--- config.mk ---
export PLATFORM = sky130hd
export DESIGN_NAME = asac_ctrl
export DESIGN_NICKNAME = d
export VERILOG_FILES = /design/src/hw/asac_ctrl.v /design/src/hw/asac_flash.v
export VERILOG_INCLUDE_DIRS = /design/src /design/src/hw
export SDC_FILE = /design/constraint.sdc
export NUM_CORES = 1
export LEC_CHECK = 0
export ABC_AREA = 1
export ABC_CLOCK_PERIOD_IN_PS = 4200
export BUFFER_PORTS_ARGS = -buffer_cell sky130_fd_sc_hd__buf_2
export CORE_UTILIZATION = 40
export CTS_BUF_LIST = sky130_fd_sc_hd__clkbuf_16
export CTS_CLUSTER_DIAMETER = 80
export CTS_CLUSTER_SIZE = 40
export DETAILED_ROUTE_END_ITERATION = 12
export PLACE_DENSITY = 0.55
export SKIP_CTS_REPAIR_TIMING = 1
export SKIP_LAST_GASP = 1
export SYNTH_ARGS = -nofsm -noshare
export SYNTH_HDL_FRONTEND = slang
export SYNTH_HIERARCHICAL = 1
export SYNTH_SLANG_ARGS = --single-unit
--- constraint.sdc ---
create_clock -name mclk -period 4.2 [get_ports mclk]
set_input_delay 0 -clock mclk [delete_from_list [all_inputs] [get_ports mclk]]
set_output_delay 0 -clock mclk [all_outputs]
set_load 0.02 [all_outputs]
--- src/hw/asac_defines.vh ---
// register offsets, field positions, reset values and timing for the auto sound control
`ifndef ASAC_DEFINES_VH
`define ASAC_DEFINES_VH
// ----------------------------------------
// register offsets
// ----------------------------------------
`define ASAC_OFS_ALT_POWER 8'h0c
`define ASAC_OFS_FORCE_LO 8'h0d
`define ASAC_OFS_FORCE_HI 8'h0e
`define ASAC_OFS_BASIC_CFG 8'h1d
`define ASAC_OFS_XPOND 8'h3e
`define ASAC_OFS_START_V 8'h3f
`define ASAC_OFS_MAX_V 8'h40
`define ASAC_OFS_CHUFF 8'h74
`define ASAC_OFS_BELL_ON 8'hc1
`define ASAC_OFS_BELL_OFF 8'hc2
`define ASAC_OFS_XING_SENS 8'hc3
`define ASAC_OFS_SQUEAL_SENS 8'hc4
`define ASAC_OFS_EN_ANALOG 8'hc5
`define ASAC_OFS_EN_DIGITAL 8'hc6
`define ASAC_OFS_STATUS 8'hf0
// ----------------------------------------
// field positions
// ----------------------------------------
`define ASAC_EN_STEAM 4
`define ASAC_EN_WHISTLE 3
`define ASAC_EN_XING 2
`define ASAC_EN_BELL 1
`define ASAC_EN_SQUEAL 0
`define ASAC_CFG_ANALOG 2
// ----------------------------------------
// reset values
// ----------------------------------------
`define ASAC_RST_ALT_POWER 8'h00
`define ASAC_RST_FORCE_LO 8'h00
`define ASAC_RST_FORCE_HI 8'h00
`define ASAC_RST_BASIC_CFG 8'h00
`define ASAC_RST_XPOND 8'h00
`define ASAC_RST_START_V 8'h00
`define ASAC_RST_MAX_V 8'hff
`define ASAC_RST_CHUFF 8'h00
`define ASAC_RST_BELL_ON 8'h05
`define ASAC_RST_BELL_OFF 8'h0a
`define ASAC_RST_XING_SENS 8'h05
`define ASAC_RST_SQUEAL_SENS 8'h03
`define ASAC_RST_EN_ANALOG 8'h00
`define ASAC_RST_EN_DIGITAL 8'h00
// ----------------------------------------
// levels and timing
// ----------------------------------------
`define ASAC_ALT_ANALOG 8'h01
`define ASAC_XPOND_ON 8'h01
`define ASAC_START_BASE_DV 9'h04b
`define ASAC_OVERVOLT_DV 9'h0d2
`define ASAC_STEP_MAX 7'h7e
`define ASAC_ERR_OVERVOLT 5'h0a
`define ASAC_CLK_MHZ 100
`define ASAC_SAMPLE_MS 50
`define ASAC_FLASH_MS 250
`define ASAC_GAP_MS 1000
`define ASAC_SAMPLE_CYC (`ASAC_SAMPLE_MS * `ASAC_CLK_MHZ * 1000)
`define ASAC_FLASH_CYC (`ASAC_FLASH_MS * `ASAC_CLK_MHZ * 1000)
`define ASAC_GAP_CYC (`ASAC_GAP_MS * `ASAC_CLK_MHZ * 1000)
`endif

--- src/hw/asac_ctrl.v ---
// automatic sound triggers and analog mode control for a sound decoder
//
// The implementer's own choice: the strobed register port.
`timescale 1ns/1ps
`default_nettype none
`include "asac_defines.vh"
// Summary of operation
// - separate auto sound enables for analog, digital
// - five independent enable bits, weights 16..1
// - stop one toot; start two fwd, three rev
// - upward spike plays long long short long
// - short steam release on every stop but an overvoltage shutdown
// - bell on at on point, off outside
// - off point not above on: never on
// - after off, re-on only at on point
// - rise by sensitivity triggers crossing whistle
// - drop by sensitivity triggers brake squeal
// - analog needs alt mode 1 and cfg bit
// - analog: reverse when stopped, no comp, auto chuff
// - analog over 21 V: shutdown, flash code 10
// - error code flashed as count of blinks
// - entering analog forces F1-F8 from byte one
// - byte two forces F0f F0r F9-F12
// - forced inputs act like key presses
// - start threshold 7.5 V plus offset tenths
// - analog average motor voltage limited, not peak
// - transponder compat 1 on, 0 off default
// - transponder setting applies after power cycle
module asac_ctrl #(
	parameter [27:0] SAMPLE_CYC = `ASAC_SAMPLE_CYC,
	parameter [27:0] FLASH_CYC = `ASAC_FLASH_CYC,
	parameter [27:0] GAP_CYC = `ASAC_GAP_CYC
) (
	// clock and reset
	input wire mclk,
	input wire reset,
	// register port
	input wire [7:0] reg_addr,
	input wire [7:0] reg_wdata,
	input wire reg_wr,
	input wire reg_rd,
	output reg [7:0] reg_rdata,
	// power and track sensing
	input wire track_dc,
	input wire power_cycle,
	input wire [8:0] track_dv,
	// command side
	input wire [6:0] cmd_step,
	input wire cmd_dir_fwd,
	// motor and exhaust control
	output reg [6:0] speed_step_q,
	output reg dir_fwd_q,
	output reg [8:0] start_dv_q,
	output reg [7:0] max_avg_dv_q,
	output reg load_comp_en_q,
	output reg auto_exhaust_q,
	output reg [7:0] chuff_rate_q,
	output reg shutdown_q,
	// function inputs forced on
	output reg [13:0] func_force_q,
	// sound triggers
	output reg toot_go_q,
	output reg [1:0] toot_count_q,
	output reg [1:0] toot_len_q,
	output reg crossing_go_q,
	output reg steam_go_q,
	output reg squeal_go_q,
	output reg bell_on_q,
	// status
	output reg analog_q,
	output reg xpond_compat_q,
	output reg fault_lamp_q,
	output reg head_flash_q,
	output reg back_flash_q
);
	// ----------------------------------------
	// configuration registers
	// ----------------------------------------
	reg [7:0] alt_power_q;
	reg [7:0] force_lo_q;
	reg [7:0] force_hi_q;
	reg [7:0] basic_cfg_q;
	reg [7:0] xpond_q;
	reg [7:0] start_v_q;
	reg [7:0] max_v_q;
	reg [7:0] chuff_q;
	reg [7:0] bell_on_sp_q;
	reg [7:0] bell_off_sp_q;
	reg [7:0] xing_sens_q;
	reg [7:0] squeal_sens_q;
	reg [7:0] en_analog_q;
	reg [7:0] en_digital_q;
	reg [7:0] rdata_d;
	always @(posedge mclk) begin
		if (reset) begin
			alt_power_q <= `ASAC_RST_ALT_POWER;
			force_lo_q <= `ASAC_RST_FORCE_LO;
			force_hi_q <= `ASAC_RST_FORCE_HI;
			basic_cfg_q <= `ASAC_RST_BASIC_CFG;
			xpond_q <= `ASAC_RST_XPOND;
			start_v_q <= `ASAC_RST_START_V;
			max_v_q <= `ASAC_RST_MAX_V;
			chuff_q <= `ASAC_RST_CHUFF;
			bell_on_sp_q <= `ASAC_RST_BELL_ON;
			bell_off_sp_q <= `ASAC_RST_BELL_OFF;
			xing_sens_q <= `ASAC_RST_XING_SENS;
			squeal_sens_q <= `ASAC_RST_SQUEAL_SENS;
			en_analog_q <= `ASAC_RST_EN_ANALOG;
			en_digital_q <= `ASAC_RST_EN_DIGITAL;
		end else if (reg_wr) begin
			case (reg_addr)
				`ASAC_OFS_ALT_POWER: alt_power_q <= reg_wdata;
				`ASAC_OFS_FORCE_LO: force_lo_q <= reg_wdata;
				`ASAC_OFS_FORCE_HI: force_hi_q <= reg_wdata;
				`ASAC_OFS_BASIC_CFG: basic_cfg_q <= reg_wdata;
				`ASAC_OFS_XPOND: xpond_q <= reg_wdata;
				`ASAC_OFS_START_V: start_v_q <= reg_wdata;
				`ASAC_OFS_MAX_V: max_v_q <= reg_wdata;
				`ASAC_OFS_CHUFF: chuff_q <= reg_wdata;
				`ASAC_OFS_BELL_ON: bell_on_sp_q <= reg_wdata;
				`ASAC_OFS_BELL_OFF: bell_off_sp_q <= reg_wdata;
				`ASAC_OFS_XING_SENS: xing_sens_q <= reg_wdata;
				`ASAC_OFS_SQUEAL_SENS: squeal_sens_q <= reg_wdata;
				`ASAC_OFS_EN_ANALOG: en_analog_q <= reg_wdata;
				`ASAC_OFS_EN_DIGITAL: en_digital_q <= reg_wdata;
				default: ;
			endcase
		end
	end
	// ----------------------------------------
	// read port, data in the cycle after the strobe
	// ----------------------------------------
	always @* begin
		case (reg_addr)
			`ASAC_OFS_ALT_POWER: rdata_d = alt_power_q;
			`ASAC_OFS_FORCE_LO: rdata_d = force_lo_q;
			`ASAC_OFS_FORCE_HI: rdata_d = force_hi_q;
			`ASAC_OFS_BASIC_CFG: rdata_d = basic_cfg_q;
			`ASAC_OFS_XPOND: rdata_d = xpond_q;
			`ASAC_OFS_START_V: rdata_d = start_v_q;
			`ASAC_OFS_MAX_V: rdata_d = max_v_q;
			`ASAC_OFS_CHUFF: rdata_d = chuff_q;
			`ASAC_OFS_BELL_ON: rdata_d = bell_on_sp_q;
			`ASAC_OFS_BELL_OFF: rdata_d = bell_off_sp_q;
			`ASAC_OFS_XING_SENS: rdata_d = xing_sens_q;
			`ASAC_OFS_SQUEAL_SENS: rdata_d = squeal_sens_q;
			`ASAC_OFS_EN_ANALOG: rdata_d = en_analog_q;
			`ASAC_OFS_EN_DIGITAL: rdata_d = en_digital_q;
			`ASAC_OFS_STATUS: rdata_d = {2'b00, xpond_compat_q, bell_on_q, shutdown_q,
				dir_fwd_q, speed_step_q != 7'h00, analog_q};
			default: rdata_d = 8'h00;
		endcase
	end
	always @(posedge mclk) begin
		if (reset) begin
			reg_rdata <= 8'h00;
		end else if (reg_rd) begin
			reg_rdata <= rdata_d;
		end else begin
			reg_rdata <= 8'h00;
		end
	end
	// ----------------------------------------
	// track dc detect synchroniser
	// ----------------------------------------
	reg dc_meta_q;
	reg dc_sync_q;
	always @(posedge mclk) begin
		if (reset) begin
			dc_meta_q <= 1'b0;
			dc_sync_q <= 1'b0;
		end else begin
			dc_meta_q <= track_dc;
			dc_sync_q <= dc_meta_q;
		end
	end
	// ----------------------------------------
	// mode, limits and transponder latch
	// ----------------------------------------
	wire analog_d = dc_sync_q && (alt_power_q == `ASAC_ALT_ANALOG) &&
		basic_cfg_q[`ASAC_CFG_ANALOG];
	wire [8:0] start_sum = `ASAC_START_BASE_DV + {1'b0, start_v_q};
	wire overvolt = analog_q && (track_dv > `ASAC_OVERVOLT_DV);
	wire [8:0] dv_above = track_dv - start_sum;
	wire [6:0] analog_step = (track_dv <= start_sum) ? 7'h00 :
		(dv_above >= {2'b00, `ASAC_STEP_MAX}) ? `ASAC_STEP_MAX : dv_above[6:0];
	wire [6:0] step_d = shutdown_q ? 7'h00 : (analog_q ? analog_step : cmd_step);
	always @(posedge mclk) begin
		if (reset) begin
			analog_q <= 1'b0;
			start_dv_q <= `ASAC_START_BASE_DV;
			max_avg_dv_q <= 8'hff;
			load_comp_en_q <= 1'b1;
			auto_exhaust_q <= 1'b0;
			chuff_rate_q <= 8'h00;
			shutdown_q <= 1'b0;
			func_force_q <= 14'h0000;
			xpond_compat_q <= 1'b0;
		end else begin
			analog_q <= analog_d;
			start_dv_q <= start_sum;
			// the average is capped, the pwm peak still reaches track voltage
			max_avg_dv_q <= analog_q ? max_v_q : 8'hff;
			load_comp_en_q <= !analog_q;
			auto_exhaust_q <= analog_q;
			chuff_rate_q <= chuff_q;
			shutdown_q <= overvolt;
			// held as a level so downstream mapping sees a pressed key
			func_force_q <= analog_q ? {force_hi_q[5:0], force_lo_q} : 14'h0000;
			if (power_cycle) begin
				xpond_compat_q <= (xpond_q == `ASAC_XPOND_ON);
			end
		end
	end
	// ----------------------------------------
	// speed and direction
	// ----------------------------------------
	wire [7:0] en_sel = analog_q ? en_analog_q : en_digital_q;
	always @(posedge mclk) begin
		if (reset) begin
			speed_step_q <= 7'h00;
			dir_fwd_q <= 1'b1;
		end else begin
			speed_step_q <= step_d;
			if (!analog_q || speed_step_q == 7'h00) begin
				dir_fwd_q <= cmd_dir_fwd;
			end
		end
	end
	// ----------------------------------------
	// trigger qualifiers
	// ----------------------------------------
	// the start signal follows the direction being taken, not the one held
	wire dir_d = (!analog_q || speed_step_q == 7'h00) ? cmd_dir_fwd : dir_fwd_q;
	// triggers stay quiet while overvoltage holds the motor off
	wire sound_ok = !shutdown_q;
	// ----------------------------------------
	// stop and start whistles, steam release
	// ----------------------------------------
	wire stopping = (speed_step_q != 7'h00) && (step_d == 7'h00);
	wire starting = (speed_step_q == 7'h00) && (step_d != 7'h00);
	always @(posedge mclk) begin
		if (reset) begin
			toot_go_q <= 1'b0;
			toot_count_q <= 2'h0;
			toot_len_q <= 2'h0;
			steam_go_q <= 1'b0;
		end else begin
			toot_go_q <= sound_ok && en_sel[`ASAC_EN_WHISTLE] &&
				(stopping || starting);
			if (stopping) begin
				toot_count_q <= 2'h1;
				toot_len_q <= 2'h0;
			end else if (starting && dir_d) begin
				toot_count_q <= 2'h2;
				toot_len_q <= 2'h1;
			end else if (starting) begin
				toot_count_q <= 2'h3;
				toot_len_q <= 2'h0;
			end
			steam_go_q <= sound_ok && en_sel[`ASAC_EN_STEAM] &&
				stopping;
		end
	end
	// ----------------------------------------
	// sudden change detection over the sample interval
	// ----------------------------------------
	reg [27:0] samp_tmr_q;
	reg [6:0] samp_step_q;
	wire samp_tick = (samp_tmr_q == 28'h0000000);
	wire [7:0] rise = {1'b0, speed_step_q} - {1'b0, samp_step_q};
	wire [7:0] fall = {1'b0, samp_step_q} - {1'b0, speed_step_q};
	wire up = speed_step_q > samp_step_q;
	wire down = speed_step_q < samp_step_q;
	always @(posedge mclk) begin
		if (reset) begin
			samp_tmr_q <= SAMPLE_CYC - 28'h0000001;
			samp_step_q <= 7'h00;
			crossing_go_q <= 1'b0;
			squeal_go_q <= 1'b0;
		end else begin
			crossing_go_q <= 1'b0;
			squeal_go_q <= 1'b0;
			if (samp_tick) begin
				samp_tmr_q <= SAMPLE_CYC - 28'h0000001;
				samp_step_q <= speed_step_q;
				// a spike shorter than one interval can slip by; the cost of a cheap detector
				crossing_go_q <= sound_ok && en_sel[`ASAC_EN_XING] && up &&
					(rise >= xing_sens_q);
				squeal_go_q <= sound_ok && en_sel[`ASAC_EN_SQUEAL] && down &&
					(fall >= squeal_sens_q);
			end else begin
				samp_tmr_q <= samp_tmr_q - 28'h0000001;
			end
		end
	end
	// ----------------------------------------
	// automatic bell
	// ----------------------------------------
	wire [7:0] step8 = {1'b0, speed_step_q};
	wire bell_ok = sound_ok && en_sel[`ASAC_EN_BELL] &&
		(bell_off_sp_q > bell_on_sp_q);
	always @(posedge mclk) begin
		if (reset) begin
			bell_on_q <= 1'b0;
		end else if (!bell_ok) begin
			bell_on_q <= 1'b0;
		end else if (step8 > bell_off_sp_q || step8 < bell_on_sp_q) begin
			bell_on_q <= 1'b0;
		end else if (step8 == bell_on_sp_q) begin
			// inside the band but above the on point does not re-arm
			bell_on_q <= 1'b1;
		end
	end
	// ----------------------------------------
	// fault flasher on diagnostic, head and backup lights
	// ----------------------------------------
	// overvoltage is the only fault raised here, so the code is fixed
	wire lamp;
	asac_flash #(
		.FLASH_CYC(FLASH_CYC),
		.GAP_CYC(GAP_CYC)
	) u_flash (
		.mclk(mclk),
		.reset(reset),
		.active(shutdown_q),
		.code(`ASAC_ERR_OVERVOLT),
		.lamp_q(lamp)
	);
	always @(posedge mclk) begin
		if (reset) begin
			fault_lamp_q <= 1'b0;
			head_flash_q <= 1'b0;
			back_flash_q <= 1'b0;
		end else begin
			fault_lamp_q <= lamp;
			head_flash_q <= lamp;
			back_flash_q <= lamp;
		end
	end
endmodule // asac_ctrl
`default_nettype wire

--- src/hw/asac_flash.v ---
// error code flasher: blinks the code value, then a long gap, while active
`timescale 1ns/1ps
`default_nettype none
`include "asac_defines.vh"
module asac_flash #(
	parameter [27:0] FLASH_CYC = `ASAC_FLASH_CYC,
	parameter [27:0] GAP_CYC = `ASAC_GAP_CYC
) (
	// clock and reset
	input wire mclk,
	input wire reset,
	// control
	input wire active,
	input wire [4:0] code,
	// lamp
	output reg lamp_q
);
	// ----------------------------------------
	// blink sequencer
	// ----------------------------------------
	reg [27:0] tmr_q;
	reg [4:0] cnt_q;
	reg gap_q;
	always @(posedge mclk) begin
		if (reset || !active) begin
			tmr_q <= 28'h0000000;
			cnt_q <= 5'h00;
			gap_q <= 1'b0;
			lamp_q <= 1'b0;
		end else if (tmr_q != 28'h0000000) begin
			tmr_q <= tmr_q - 28'h0000001;
		end else if (gap_q) begin
			gap_q <= 1'b0;
			cnt_q <= 5'h00;
		end else if (!lamp_q) begin
			lamp_q <= 1'b1;
			tmr_q <= FLASH_CYC - 28'h0000001;
		end else begin
			// one flash per unit of the code value
			lamp_q <= 1'b0;
			if (cnt_q + 5'h01 >= code) begin
				gap_q <= 1'b1;
				tmr_q <= GAP_CYC - 28'h0000001;
			end else begin
				cnt_q <= cnt_q + 5'h01;
				tmr_q <= FLASH_CYC - 28'h0000001;
			end
		end
	end
endmodule // asac_flash
`default_nettype wire

==> run metrics <==
Setup CP Type=flop to flop; Slew headroom=21.1%; initial DRC count=1017; min Tclk post-route=3.72 ns; area grow syn2layout=13.1%; global route total overflow=0; DR pass1 iterations=6; Worst Path Max Fanout=5; top-area cell type share of the netlist area=39.6%; Reg clk slew, reported paths=0.09 ns; status=complete, but fails checks; final hold violations=1; top_reg_cell synth=dfxtp_1; GRT Util Overall=22.6%; Routed Antenna Nets=0; core outline area=0.0316 sq mm; clock buffer depth=3; fmax=269 MHz; RSZ-0062 raised after global routing=no; worst path required time=4.59 ns; layout net count=1946; post-synthesis async set-or-reset flop share=0%; Rows=65; Die Ht=181 microns; hpwl dp=28000 microns; post-synthesis sequential area ratio=39.6%; CTS Buf Count=17; worst-margin pin slew=1.17 ns; Synth cell types=59; starting density of the core=40.6%; Static Leak=6.37 nW; failing checks=negative hold slack; WL per Instance=16.7 microns; I/O Buffers=109; flop-to-flop setup slack=0.48 ns; Die Wd=181 microns; Setup Viol. Count Final=0; num ports=111; first-pass GRT wire length=58700 microns; max_cap viols=0; PD cells=326 mW/mm^2; Startpoint Class=flop; commonest cells after routing, fill and taps aside=nand2_1 (277), dfxtp_1 (253), inv_1 (236); YS warnings=6; Worst Path Arrival=4.12 ns; Hold WS=-0.00698 ns; largest net degree at the start of global routing=82; flops & latches, synth=253; HP Class=input pin to flop; clock root cell=clkbuf_16; htree depth=1; setup tns final=0 ns; top post-synthesis cells by area=dfxtp_1 (40%), nand2_1 (8.1%), inv_1 (6.9%); commonest non-fill, non-tap cell in the layout=nand2_1; Via density=5.16; fin crit share=88.6%; Avg Synthesized Cell Area=7.37 sq um; DRT Wirelength=37600 microns; later-pin clock latency in the skew report=0.54 ns; initial antenna violation count=0; CP endpoint kind=flop; Cell Area, Synth=0.0128 sq mm; Synth Instances=1737; post-synth top area cell=dfxtp_1; share of cells above drive strength 1=10.9%; # DRC=0; die area=0.0327 sq mm; CTS tree=built; Post-synth EDFFs=0; n_diodes=0; Power, Total=4.72 mW; VDD IR-drop max=0.286 mV; skew final=0.0367 ns; vias=11600; Routability Congestion=0.922; fin. max-slew vios=0; vias in the first global route=10500; CTS Sinks=253
state kept, by name, summed over array words and instances, names as in the netlist, 7 cells and up:
signal / flops
en_analog_q: 8
xing_sens_q: 8
force_hi_q: 8
en_digital_q: 8
chuff_q: 8
chuff_rate_q: 8
basic_cfg_q: 8
u_flash/tmr_q: 28
bell_off_sp_q: 8
alt_power_q: 8
speed_step_q: 7
bell_on_sp_q: 8
samp_tmr_q: 28
force_lo_q: 8
xpond_q: 8
samp_step_q: 7
start_v_q: 8
start_dv_q: 9
max_v_q: 8
squeal_sens_q: 8
func_force_q: 14
max_avg_dv_q: 8
reg_rdata: 8
through the flow:
stage | hold WS (ns) | util (%) | setup WS, ns | cell area [sq um] | cells
final | -0.00698 | 45.9 | 0.478 | 14500 | 2247
after global routing | 0.00919 | 45.9 | 0.0600 | 14500 | 2247
after CTS | -0.371 | 45.2 | 0.387 | 14300 | 2227
after detailed placement | 0.194 | 43.3 | 0.425 | 13700 | 2197
after global placement | 0.193 | 43.3 | 0.489 | 13700 | 2197
after floorplan | 0.0941 | - | 0.831 | 12800 | 1741
layout make-up:
type                       count  area [sq um]
clock buffer                  17           425
clock inverter                13           198
fill                        3257         17100
inverter                     248           931
multi-input combinational   1182          6580
sequential                   253          5060
tap                          402           503
timing repair buffer         132           781
metal layers:
layer | GRT usage [%] | vias to the layer above | routed length, microns
met5 | 0 | - | 0
met4 | 5.57 | 0 | 716
met3 | 2.68 | 46 | 1780
met2 | 37.4 | 295 | 17200
met1 | 31.3 | 5348 | 17900
li1 | - | 5913 | -
where the power goes:
| part | leakage (nW) | internal, mW | switching [mW] |
|---|---|---|---|
| registers | 2.04 | 2.41 | 0.0163 |
| clock network | 0.305 | 0.895 | 1.04 |
| logic | 4.02 | 0.121 | 0.229 |
| total | 6.37 | 3.43 | 1.29 |
synth_stat cells, types with 7 or more instances:
library cell and instances:
a21oi_1 153, nor2_4 8, nor2_2 8, a31oi_1 7, ha_1 70, nand2_1 277, nand3_1 78, nor3_1 21
nand2_2 13, nor4_1 9, buf_2 7, dfxtp_1 253, inv_2 8, xor2_1 25, o211ai_1 14, nor2_1 203
inv_1 236, clkbuf_1 41, o22ai_1 34, a221oi_1 15, nand4_1 24, xnor2_1 22, o21ai_0 120
cells by family (layout without fill, tap and decap cells):
family | Yosys count | in the layout | share of synthesized area, %
adder cells (fa/ha/maj) | 73 | 73 | 7.31
AND/OR/NAND/NOR | 667 | 667 | 23.2
buffers and inverters | 306 | 410 | 9.19
XOR/XNOR | 47 | 47 | 3.22
flip-flops | 253 | 253 | 39.6
AO/OA/AOI/OAI | 389 | 389 | 17.4
other | 2 | 6 | 0.0587
worst max-delay path, cell delays in order, from the launching register on:
cell	delay (ns)
dfxtp_1	0.39
inv_2	0.09
ha_1	0.23
o21ai_1	0.21
nand3_1	0.15
xor2_1	0.16
inv_1	0.08
ha_1	0.32
a21o_1	0.19
a21oi_1	0.19
nand2_1	0.10
nand2_1	0.07
nand2_1	0.07
nor2_4	0.15
nand3_1	0.11
a21boi_1	0.18
nand2_1	0.08
nor2_2	0.09
nand2_1	0.06
nand2_1	0.06
ha_1	0.27
a2111oi_0	0.35
path summary, 6_finish.rpt:
path	cells past startpoint	from	to
max reg2reg	21	start_v_q[0]	toot_go_q
min reg2reg	1	samp_tmr_q[0]	samp_tmr_q[0]
min	3	reset	start_dv_q[0]
max	21	start_v_q[0]	toot_go_q
Power figures use the tool's default switching activity.
